==> src/pkg/tbt_pkg.sv <==
// Purpose: constants, types and decode helpers of the periodic time base timer
// Assumes: registers sit in the low byte of 32-bit AXI4-Lite words
// Notes:   printed offsets are register indices; byte address is four times the index
//
// Contract
// - tick request on every falling edge of tap
// - prescaler never cleared by enable or write
// - rate and enable load in one write
// - rate code picks one of eight taps
// - slow modes allow only codes 000, 001
package tbt_pkg;

    localparam int unsigned CTRL_INDEX    = 32'h0000_0036; // printed control offset
    localparam int unsigned STATUS_INDEX  = 32'h0000_0037; // status word index
    localparam logic [7:0]  CTRL_RESET    = 8'h00;         // control after reset
    localparam int unsigned RATE_LSB      = 0;             // rate select field low bit
    localparam int unsigned ENABLE_BIT    = 3;             // timer enable bit
    localparam int unsigned SRC_BIT       = 4;             // divider source select bit
    localparam int unsigned DIV_WIDTH     = 23;            // prescaler stages
    localparam logic [1:0]  RESP_OKAY     = 2'h0;          // axi okay answer
    localparam logic [1:0]  RESP_SLVERR   = 2'h2;          // axi answer for unmapped word
    localparam logic [2:0]  SLOW_RATE_MAX = 3'h1;          // highest code legal in slow modes

    // software-visible control fields
    typedef struct packed {
        logic       dividerSourceSelect; // low frequency source in normal modes
        logic       periodicTimerEnable; // timer running
        logic [2:0] interruptRateSelect; // tap code
    } tbt_ctrl_s;

    // true when a byte address lands on the word of a register index
    function automatic logic addrHits(input logic [7:0] addr, input int unsigned idx);
        logic [7:0] want;
        want = 8'(idx * 4);
        return addr[7:2] == want[7:2];
    endfunction : addrHits

    // stage of the prescaler whose falling edge paces the requests
    function automatic logic [4:0] tapIndex(input logic [2:0] code, input logic lowSrc);
        logic [4:0] hi;
        case (code)
            3'h0:    hi = 5'd22;
            3'h1:    hi = 5'd20;
            3'h2:    hi = 5'd15;
            3'h3:    hi = 5'd13;
            3'h4:    hi = 5'd12;
            3'h5:    hi = 5'd11;
            3'h6:    hi = 5'd10;
            default: hi = 5'd8;
        endcase
        // the low clock taps sit eight stages lower
        return lowSrc ? hi - 5'd8 : hi;
    endfunction : tapIndex

endpackage : tbt_pkg

==> src/hw/tbt_top.sv <==
// Purpose: periodic time base timer with an AXI4-Lite control slave
// Assumes: hfTick and lfTick are one-cycle pulses synchronous to clk_sys
// Notes:   tick request is a one-cycle pulse; interrupt control lives elsewhere
`timescale 1ns/10ps
`default_nettype none
module tbt_top #(
    parameter int unsigned ADDR_W = 8
) (
    input  wire logic              clk_sys,
    input  wire logic              rst_b,
    input  wire logic              hfTick,
    input  wire logic              lfTick,
    input  wire logic              lowSpeedMode,
    output logic                   periodicTickInterrupt,
    input  wire logic [ADDR_W-1:0] s_axi_awaddr,
    input  wire logic              s_axi_awvalid,
    output logic                   s_axi_awready,
    input  wire logic [31:0]       s_axi_wdata,
    input  wire logic [3:0]        s_axi_wstrb,
    input  wire logic              s_axi_wvalid,
    output logic                   s_axi_wready,
    output logic [1:0]             s_axi_bresp,
    output logic                   s_axi_bvalid,
    input  wire logic              s_axi_bready,
    input  wire logic [ADDR_W-1:0] s_axi_araddr,
    input  wire logic              s_axi_arvalid,
    output logic                   s_axi_arready,
    output logic [31:0]            s_axi_rdata,
    output logic [1:0]             s_axi_rresp,
    output logic                   s_axi_rvalid,
    input  wire logic              s_axi_rready
);

    // write channel holding state
    logic              awHeld_r,  awHeld_nxt;  // write address taken, not yet used
    logic [ADDR_W-1:0] awAddr_r,  awAddr_nxt;  // taken write address
    logic              wHeld_r,   wHeld_nxt;   // write data taken, not yet used
    logic [31:0]       wData_r,   wData_nxt;   // taken write data
    logic [3:0]        wStrb_r,   wStrb_nxt;   // taken byte enables
    logic              bValid_r,  bValid_nxt;  // write answer pending
    logic [1:0]        bResp_r,   bResp_nxt;   // write answer code
    // read channel state
    logic              rValid_r,  rValid_nxt;  // read answer pending
    logic [31:0]       rData_r,   rData_nxt;   // read answer data
    logic [1:0]        rResp_r,   rResp_nxt;   // read answer code
    // timer state
    tbt_pkg::tbt_ctrl_s ctrl_r,   ctrl_nxt;    // control register
    logic              irq_r,     irq_nxt;     // registered tick request
    // prescaler view
    logic [tbt_pkg::DIV_WIDTH-1:0] divCount;   // stage levels
    logic [tbt_pkg::DIV_WIDTH-1:0] divFall;    // stage falling pulses
    logic              lowSrc;                 // low clock feeds the prescaler
    logic              rateValid;              // code has a defined rate here
    logic [4:0]        tapSel;                 // selected stage
    logic              doWrite;                // both halves of a write held
    logic              ctrlWrite;              // control byte written this cycle

    // low-speed modes always run the prescaler from the low clock
    assign lowSrc    = lowSpeedMode | ctrl_r.dividerSourceSelect;
    assign tapSel    = tbt_pkg::tapIndex(ctrl_r.interruptRateSelect, lowSrc);
    // codes above 001 have no rate in slow modes; they simply stay silent
    assign rateValid = !lowSpeedMode
                       || ctrl_r.interruptRateSelect <= tbt_pkg::SLOW_RATE_MAX;

    // one prescaler, stepped by whichever source is selected
    tbt_prescaler #(
        .WIDTH   (tbt_pkg::DIV_WIDTH)
    ) u_prescaler (
        .clk_sys (clk_sys),
        .rst_b   (rst_b),
        .advance (lowSrc ? lfTick : hfTick),
        .count   (divCount),
        .fallVec (divFall)
    );

    assign doWrite   = awHeld_r && wHeld_r && !bValid_r;
    assign ctrlWrite = doWrite && wStrb_r[0]
                       && tbt_pkg::addrHits(awAddr_r, tbt_pkg::CTRL_INDEX);

    // write side: address and data are taken independently, then applied together
    always_comb begin
        awHeld_nxt = awHeld_r;
        awAddr_nxt = awAddr_r;
        wHeld_nxt  = wHeld_r;
        wData_nxt  = wData_r;
        wStrb_nxt  = wStrb_r;
        bValid_nxt = bValid_r;
        bResp_nxt  = bResp_r;
        // address handshake
        if (s_axi_awvalid && s_axi_awready) begin
            awHeld_nxt = 1'b1;
            awAddr_nxt = s_axi_awaddr;
        end
        // data handshake
        if (s_axi_wvalid && s_axi_wready) begin
            wHeld_nxt = 1'b1;
            wData_nxt = s_axi_wdata;
            wStrb_nxt = s_axi_wstrb;
        end
        // apply and answer; status word is read only and answers okay
        if (doWrite) begin
            awHeld_nxt = 1'b0;
            wHeld_nxt  = 1'b0;
            bValid_nxt = 1'b1;
            if (tbt_pkg::addrHits(awAddr_r, tbt_pkg::CTRL_INDEX)
                || tbt_pkg::addrHits(awAddr_r, tbt_pkg::STATUS_INDEX)) begin
                bResp_nxt = tbt_pkg::RESP_OKAY;
            end else begin
                bResp_nxt = tbt_pkg::RESP_SLVERR;
            end
        end else if (bValid_r && s_axi_bready) begin
            bValid_nxt = 1'b0;
        end
    end

    // control register: rate and enable may load in the same write
    always_comb begin
        ctrl_nxt = ctrl_r;
        if (ctrlWrite) begin
            // rate is taken as written; keeping it steady while running is software's job
            ctrl_nxt.interruptRateSelect = wData_r[tbt_pkg::RATE_LSB +: 3];
            ctrl_nxt.periodicTimerEnable = wData_r[tbt_pkg::ENABLE_BIT];
            ctrl_nxt.dividerSourceSelect = wData_r[tbt_pkg::SRC_BIT];
        end
    end

    // read side: one answer at a time, data from flops
    always_comb begin
        rValid_nxt = rValid_r;
        rData_nxt  = rData_r;
        rResp_nxt  = rResp_r;
        if (s_axi_arvalid && s_axi_arready) begin
            rValid_nxt = 1'b1;
            rData_nxt  = 32'h0000_0000;
            rResp_nxt  = tbt_pkg::RESP_OKAY;
            if (tbt_pkg::addrHits(s_axi_araddr, tbt_pkg::CTRL_INDEX)) begin
                rData_nxt[4:0] = ctrl_r;
            end else if (tbt_pkg::addrHits(s_axi_araddr, tbt_pkg::STATUS_INDEX)) begin
                // live tap level, rate validity and source in use
                rData_nxt[2:0] = {lowSrc, rateValid, divCount[tapSel]};
            end else begin
                rResp_nxt = tbt_pkg::RESP_SLVERR;
            end
        end else if (rValid_r && s_axi_rready) begin
            rValid_nxt = 1'b0;
        end
    end

    // tick request on each falling edge of the selected stage while enabled and the rate code is valid
    always_comb begin
        irq_nxt = ctrl_r.periodicTimerEnable && rateValid && divFall[tapSel];
    end

    // register every group of state; reset leaves the timer disabled
    always_ff @(posedge clk_sys or negedge rst_b) begin
        if (!rst_b) begin
            awHeld_r <= 1'b0;
            awAddr_r <= '0;
            wHeld_r  <= 1'b0;
            wData_r  <= 32'h0000_0000;
            wStrb_r  <= 4'h0;
            bValid_r <= 1'b0;
            bResp_r  <= tbt_pkg::RESP_OKAY;
            rValid_r <= 1'b0;
            rData_r  <= 32'h0000_0000;
            rResp_r  <= tbt_pkg::RESP_OKAY;
            ctrl_r   <= tbt_pkg::tbt_ctrl_s'(tbt_pkg::CTRL_RESET[4:0]);
            irq_r    <= 1'b0;
        end else begin
            awHeld_r <= awHeld_nxt;
            awAddr_r <= awAddr_nxt;
            wHeld_r  <= wHeld_nxt;
            wData_r  <= wData_nxt;
            wStrb_r  <= wStrb_nxt;
            bValid_r <= bValid_nxt;
            bResp_r  <= bResp_nxt;
            rValid_r <= rValid_nxt;
            rData_r  <= rData_nxt;
            rResp_r  <= rResp_nxt;
            ctrl_r   <= ctrl_nxt;
            irq_r    <= irq_nxt;
        end
    end

    // handshake outputs are combinational, data from flops
    assign s_axi_awready         = !awHeld_r;
    assign s_axi_wready          = !wHeld_r;
    assign s_axi_bvalid          = bValid_r;
    assign s_axi_bresp           = bResp_r;
    assign s_axi_arready         = !rValid_r;
    assign s_axi_rvalid          = rValid_r;
    assign s_axi_rdata           = rData_r;
    assign s_axi_rresp           = rResp_r;
    assign periodicTickInterrupt = irq_r;
endmodule : tbt_top
`default_nettype wire

==> src/hw/tbt_prescaler.sv <==
// Purpose: free-running binary prescaler with per-stage falling edge pulses
// Assumes: advance is a one-cycle enable per source clock period
// Notes:   no clear input at all, so software can never restart it
`timescale 1ns/10ps
`default_nettype none
module tbt_prescaler #(
    parameter int unsigned WIDTH = tbt_pkg::DIV_WIDTH
) (
    input  wire logic             clk_sys,
    input  wire logic             rst_b,
    input  wire logic             advance,
    output logic [WIDTH-1:0]      count,
    output logic [WIDTH-1:0]      fallVec
);

    logic [WIDTH-1:0] count_r;   // stage levels
    logic [WIDTH-1:0] count_nxt; // levels after this cycle

    // next count; only the source enable moves it
    always_comb begin
        count_nxt = count_r;
        if (advance) begin
            count_nxt = count_r + WIDTH'(1);
        end
    end

    // register the stages
    always_ff @(posedge clk_sys or negedge rst_b) begin
        if (!rst_b) begin
            count_r <= '0;
        end else begin
            count_r <= count_nxt;
        end
    end

    // a stage falls when it is high now and low after the increment
    assign fallVec = count_r & ~count_nxt;
    assign count   = count_r;

endmodule : tbt_prescaler
`default_nettype wire

==> config.mk <==
export PLATFORM = sky130hd
export DESIGN_NAME = tbt_top
export DESIGN_NICKNAME = d
export VERILOG_FILES = /design/src/pkg/tbt_pkg.sv /design/src/hw/tbt_top.sv /design/src/hw/tbt_prescaler.sv
export SDC_FILE = /design/constraint.sdc
export NUM_CORES = 1
export LEC_CHECK = 0
export ABC_CLOCK_PERIOD_IN_PS = 2500
export BUFFER_PORTS_ARGS = -buffer_cell sky130_fd_sc_hd__buf_2
export CAP_MARGIN = 10
export CORE_UTILIZATION = 50
export CTS_BUF_LIST = sky130_fd_sc_hd__clkbuf_16
export DETAILED_ROUTE_END_ITERATION = 10
export PLACE_DENSITY = 0.77
export SETUP_SLACK_MARGIN = 0.15
export SYNTH_ARGS = -nofsm -noshare
export SYNTH_HDL_FRONTEND = slang
export SYNTH_SLANG_ARGS = --single-unit
==> constraint.sdc <==
create_clock -name clk_sys -period 2.5 [get_ports clk_sys]
set_input_delay 0.375 -clock clk_sys [delete_from_list [all_inputs] [get_ports clk_sys]]
set_output_delay 0.375 -clock clk_sys [all_outputs]
set_load 0.01 [all_outputs]
==> metrics, run 1 <==
min-delay worst type input port to asynchronous set/reset pin; area share of the leading cell type in the synthesized netlist 0.4477; sequential group share of total power 0.424; Yosys Warn Count 0; quantity of hold-fixing buffers added after cts 0; Antenna Diode Count 0; Post CTS Setup Buffer Count 0; number of top-level pins 104; FP Rows 27; clock sinks 52; sequential element share of the synthesized area 0.4477; slowest stage delay, CP 440 ps; DP Worst Slack 408.8 ps; Routed wire per std cell 13.65 um; met3 usage 0.03721; slew of the pin with the lowest slew margin 602.4 ps; Port Buffers 40; Detailed Route WL 5569 um; cells after synthesis 292; Reg2Reg Setup Slack 470 ps; post-synthesis cell area 0.002907 mm2; most common flop cell mapped by yosys sky130_fd_sc_hd__dfrtp_1; cell total after placement 400; length in cells of the worst reg-to-reg path 6; Most Used Layer, Global Route met2; RSZ-0062 raised after global routing false; Global Route met1 Usage 0.2551; Avg Cell Area, Syn 9.954 um2; vias after detailed routing 2190; total routing resource utilization after global routing 0.1985; antenna violations before repair 0; chain of cells forming the critical path o21ai_1, a21oi_1, and3_4, and3_2, or3_1, and4_1; number of max-cap violations 0; area used by sequential logic in the layout 0.001301 mm2; placed wire-length estimate 4262 um; Die W 78.25 um; top cells by instance count after synthesis 52 x sky130_fd_sc_hd__dfrtp_1, 34 x sky130_fd_sc_hd__nand2_1, 30 x sky130_fd_sc_hd__buf_4, 19 x sky130_fd_sc_hd__mux2_2; Critical R2R Launch ctrl_r[4]; Power per Cell Area 929.9 mW/mm2; top cells by area in the synthesized netlist sky130_fd_sc_hd__dfrtp_1 45%, sky130_fd_sc_hd__buf_4 7.7%, sky130_fd_sc_hd__mux2_2 7.4%; worst-path maximum fanout 6; number of unique standard cell types used by synthesis 51; die outline area 0.006122 mm2; final period utilization 0.8134; count of unresolved DRC violations after routing 0; least setup slack across all paths after layout 466.5 ps; Die H 78.25 um; number of nets in the layout 399; Slew HR 0.5984; number of fill cells 480; clock buffers created by TritonCTS 5; starting density of the core 0.5246; total internal power 1.945 mW; met2 layer usage reported by global route 0.3351; buffers and inverters on the worst path 0; final standard cell count with taps included and fillers excluded 408; worst vdd ir 0.0006407 V; antenna viol nets, final 0; proportion of synthesized flip-flops having asynchronous set or reset 1.000; total negative setup slack 0 ps; number of flops mapped to enable cells by yosys 0; source-to-sink clock delay at the later pin of the worst-skew pair 290 ps; synthesis-to-layout area growth 11.41%; worst endpoint required time 2680 ps; CTS tree yes; First-pass DRT Iterations 4; buffer depth of the longest clock path 2; net load switching power 1.066 mW; highest attainable clock frequency 0.4918 GHz; worst setup path class register to register; pin count of the biggest net entering global routing 28; Static Leakage 1.481 nW; switch share 0.3542; Resized Gates After CTS 0; via count of the first global-routing pass 2092; area of the placeable core 0.005540 mm2; area taken by multi-input logic gates 0.001398 mm2; total of endpoints with negative setup slack in the final report 0; Reg clk slew, reported paths 70 ps; startpoint kind of the worst setup timing path register; count of H-tree levels built during CTS 2; r2r endpoint periodicTickInterrupt; ratio of cells with drive above 1 in the final layout 0.2530; Worst Setup End Kind register; max-slew violation total from the final report 0; total of flip-flops plus latches after synthesis 52; cell at the root of the clock tree sky130_fd_sc_hd__clkbuf_16; count of cell instances traversed by the critical path 6; DR iter-0 viols 256; cell with the biggest individual delay on the critical path sky130_fd_sc_hd__dfrtp_1; Clk network pwr share 0.225; minimum period implied by the final worst setup slack 2034 ps; final hold viol count 0; most common cell in the netlist sky130_fd_sc_hd__dfrtp_1; Logic pwr share 0.351; Placer Congestion 0.9816; overall overflow remaining after global route 0; largest area contributor in the synthesized netlist sky130_fd_sc_hd__dfrtp_1; critical path arrival 2210 ps; per-cell via count in the routed design 5.368; worst clock skew on the final layout 4.111 ps; top cell family by delay on the critical path simple AND/OR/NAND/NOR gates; status finished, final reports clean; global-route wire length before repair 9563 um
[sequential cells by signal, summed over array words and instances (netlist names)]
name	flops
awAddr_r	6
s_axi_rresp	1
wData_r	5
s_axi_rdata	5
ctrl_r	5
periodicTickInterrupt	1
s_axi_bvalid	1
awHeld_r	1
s_axi_bresp	1
s_axi_rvalid	1
wHeld_r	1
u_prescaler.count	23
wStrb_r	1
[logic make-up after synthesis]
kind of cell    synth area share
compound gates            0.1214
other cells             0.001290
simple gates              0.1666
xor+xnor                 0.06629
buf+inv                   0.1076
fa+ha+maj               0.008608
mux                      0.08050
flops                     0.4477
[routing by layer]
| layer | up-vias | share of wire | routed length, um |
|---|---|---|---|
| met3 | 10 | 0.071 | 395 |
| met4 | 0 | 0.017 | 96 |
| li1 | 1050 | - | - |
| met5 | - | 0 | 0 |
| met2 | 95 | 0.48 | 2666 |
| met1 | 1035 | 0.43 | 2411 |
[stage by stage]
stage                     total power [mW]  hold slack (ps)  cell area (um2)  utilization
after floorplan                      2.067            79.41             3012            -
after global placement               2.294            414.5             3092       0.5580
after detailed placement             2.337            423.8             3092       0.5580
after CTS                            3.024            113.5             3238       0.5845
after global routing                 3.218            142.2             3238       0.5845
final                                3.011            89.07             3238       0.5845
[area by class of cell]
type / count / area share
clock buffers: 5 / 0.03864
clock inverters: 3 / 0.006569
repair buffers: 48 / 0.08423
inverters: 8 / 0.009274
multi-input cells: 220 / 0.4316
well taps: 72 / 0.02782
flip-flops and latches: 52 / 0.4019
[power groups by stage]
| stage | sequential [mW] | combinational [mW] | clock (mW) |
|---|---|---|---|
| 2_1_floorplan | 1.24 | 0.825 | 0 |
| 3_3_place_gp | 1.28 | 1.02 | 0 |
| 3_5_place_dp | 1.29 | 1.05 | 0 |
| 4_1_cts | 1.28 | 1.05 | 0.696 |
| 5_1_grt | 1.32 | 1.17 | 0.730 |
| 6_report | 1.28 | 1.06 | 0.678 |
[worst max-delay path by stage]
stage / from / end / slack [ps]
after floorplan: ctrl_r[4] / periodicTickInterrupt / 660
after detailed placement: lowSpeedMode / periodicTickInterrupt / 410
after global routing: ctrl_r[4] / periodicTickInterrupt / 380
final: ctrl_r[4] / periodicTickInterrupt / 470
after global placement: lowSpeedMode / periodicTickInterrupt / 440
after CTS: ctrl_r[4] / periodicTickInterrupt / 470
[cells in the final DEF, fill, tap and decap left out, drive strengths merged, types with 3 or more instances in the layout]
cell type,count
or3,3
a32oi,3
mux2,19
nor2,15
xnor2,16
nand4,5
and4,4
buf,48
conb,29
nand3,10
o21a,3
clkbuf,5
a21oi,8
o21ai,17
inv,9
dfrtp,52
a21o,3
xor2,6
and3,7
nor3,5
nand2,34
o31ai,3
nor2b,3
Power figures use the tool's default switching activity.
==> inputs of run 2 (changes only) <==
Settings changed: ABC_CLOCK_PERIOD_IN_PS 2500 to 1800, CORE_UTILIZATION 50 to 45, PLACE_DENSITY 0.77 to 0.73.
Clock period 2.5 ns to 1.8 ns, I/O delays scaled along.
==> metrics, run 2 (synthesis results as in run 1) <==
total of endpoints with negative setup slack in the final report 7 (+7); Routed wire per std cell 14.28 um (+4.6%); Final Hold Slack 142.5 ps (+53.44 ps); Power per Cell Area 1269 mW/mm2 (+37%); Reg clk slew, reported paths 70 ps (about the same); critical path arrival 2160 ps (-50 ps); worst endpoint required time 2020 ps (-660 ps); max-slew violation total from the final report 0 (unchanged); antenna violations before repair 0 (unchanged); Die H 82.37 um (+5.3%); via count of the first global-routing pass 2367 (+13%); Placer Congestion 1.004 (+2.3%); count of unresolved DRC violations after routing 0 (unchanged); worst-path maximum fanout 5 (-1); cell at the root of the clock tree sky130_fd_sc_hd__clkbuf_16; startpoint kind of the worst setup timing path register; failing checks setup timing; utilization after layout 0.6307 (+0.04621); Antenna Diode Count 0 (unchanged); buffer depth of the longest clock path 2 (unchanged); number of flip-flops under the largest register name 23 (unchanged); CTS tree yes; number of nets in the layout 451 (+13%); pin count of the biggest net entering global routing 53 (+89%); final period utilization 1.077 (+0.2639); global-route wire length before repair 10880 um (+14%); highest attainable clock frequency 0.5157 GHz (+4.9%); area of the placeable core 0.006061 mm2 (+9.4%); DR iter-0 viols 189 (-26%); source-to-sink clock delay at the later pin of the worst-skew pair 290 ps (about the same); Die W 82.37 um (+5.3%); leading cell type in the layout, fill and taps excluded sky130_fd_sc_hd__dfrtp_1; worst vdd ir 0.0007902 V (+23%); Port Buffers 40 (unchanged); First-pass DRT Iterations 4 (unchanged); die outline area 0.006784 mm2 (+11%); final total power 4.852 mW (+61%); antenna viol nets, final 0 (unchanged); min-delay worst type input port to register; commonest cells after routing, fill and taps aside 52 x sky130_fd_sc_hd__dfrtp_1, 48 x sky130_fd_sc_hd__buf_4, 40 x sky130_fd_sc_hd__buf_2, 29 x sky130_fd_sc_hd__conb_1, 28 x sky130_fd_sc_hd__nand2_1; number of max-cap violations 0 (unchanged); status complete, but fails checks; count of H-tree levels built during CTS 2 (unchanged); starting density of the core 0.4796 (-0.04505); Static Leakage 1.785 nW (+20%); total routing resource utilization after global routing 0.2118 (+0.01332); worst clock skew on the final layout 6.000 ps (+1.889 ps); DP Worst Slack -135.5 ps (-544.3 ps); chain of cells forming the critical path or3b_4, a21o_4, o21ai_1, a211oi_1, o221ai_1, and4_1; overall overflow remaining after global route 0 (unchanged); Worst Setup End Kind register; synthesis-to-layout area growth 31.51%; slowest stage delay, CP 450 ps (about the same); Detailed Route WL 6613 um (+19%); vias after detailed routing 2439 (+11%); per-cell via count in the routed design 5.268 (-1.9%); least setup slack across all paths after layout -139.1 ps (-605.6 ps); placed wire-length estimate 4602 um (+8.0%); final hold viol count 0 (unchanged); minimum period implied by the final worst setup slack 1939 ps (-94.42 ps); cell with the biggest individual delay on the critical path sky130_fd_sc_hd__or3b_4; cell total after placement 441 (+10%); worst setup path class register to register; FP Rows 28 (+3.7%); RSZ-0062 raised after global routing true; Reg2Reg Setup Slack -140 ps (-610 ps); number of top-level pins 104 (unchanged); ratio of cells with drive above 1 in the final layout 0.4046 (+0.1517); clock sinks 52 (unchanged); final standard cell count with taps included and fillers excluded 463 (+13%); clock buffers created by TritonCTS 5 (unchanged)
run 2: repair_timing:
action	4_1_cts	5_1_grt
setup endpoints to repair	15	21
hold endpoints to repair	52	0
resized for setup	23	21
buffers inserted	8	5
pin swaps	15	21
hold buffers	1	0
run 2: path summary, 6_finish.rpt:
kind / startpoint / endpoint / cells after the start
max in group asynchronous: rst_b / ctrl_r[2] / 3
max reg2reg: ctrl_r[4] / periodicTickInterrupt / 6
min in group asynchronous: rst_b / u_prescaler.count[15] / 3
min: s_axi_bready / s_axi_bvalid / 2
min reg2reg: s_axi_bresp[1] / s_axi_bresp[1] / 2
max: ctrl_r[4] / periodicTickInterrupt / 6
run 2: worst max-delay path, delay by kind of cell, from the launching register on:
family | cells | cell delay (ps)
AOI/OAI and AO/OA | 4 | 770
and+or+nand+nor | 2 | 690
DFF | 1 | 420
run 2: through the flow:
step / area (um2) / TNS [ps]
6_report: 3822 / -338.3
5_1_grt: 3822 / -1130
4_1_cts: 3696 / -211.6
3_5_place_dp: 3397 / -266.2
3_3_place_gp: 3397 / -161.4
2_1_floorplan: 3015 / 0
run 2: cell type report:
type	instances	area, um2
inverters	8	30.03
repair buffers	100	711.9
flip-flops and latches	52	1301
fillers	479	2238
clock inverters	3	28.78
well taps	75	93.84
multi-input cells	220	1531
clock buffers	5	125.1
run 2: routing by layer:
| layer | up-vias | track usage | share of wire |
|---|---|---|---|
| met3 | 18 | 0.03077 | 0.061 |
| li1 | 1157 | - | - |
| met4 | 0 | 0.07719 | 0.024 |
| met1 | 1161 | 0.2710 | 0.44 |
| met5 | - | 0 | 0 |
| met2 | 103 | 0.3620 | 0.48 |
run 2: power breakdown:
part	leakage [nW]	switching (mW)	internal [mW]
clock network	0.0767	0.460	0.536
registers	0.660	0.210	1.50
logic	1.05	1.05	1.10
total	1.78	1.72	3.13
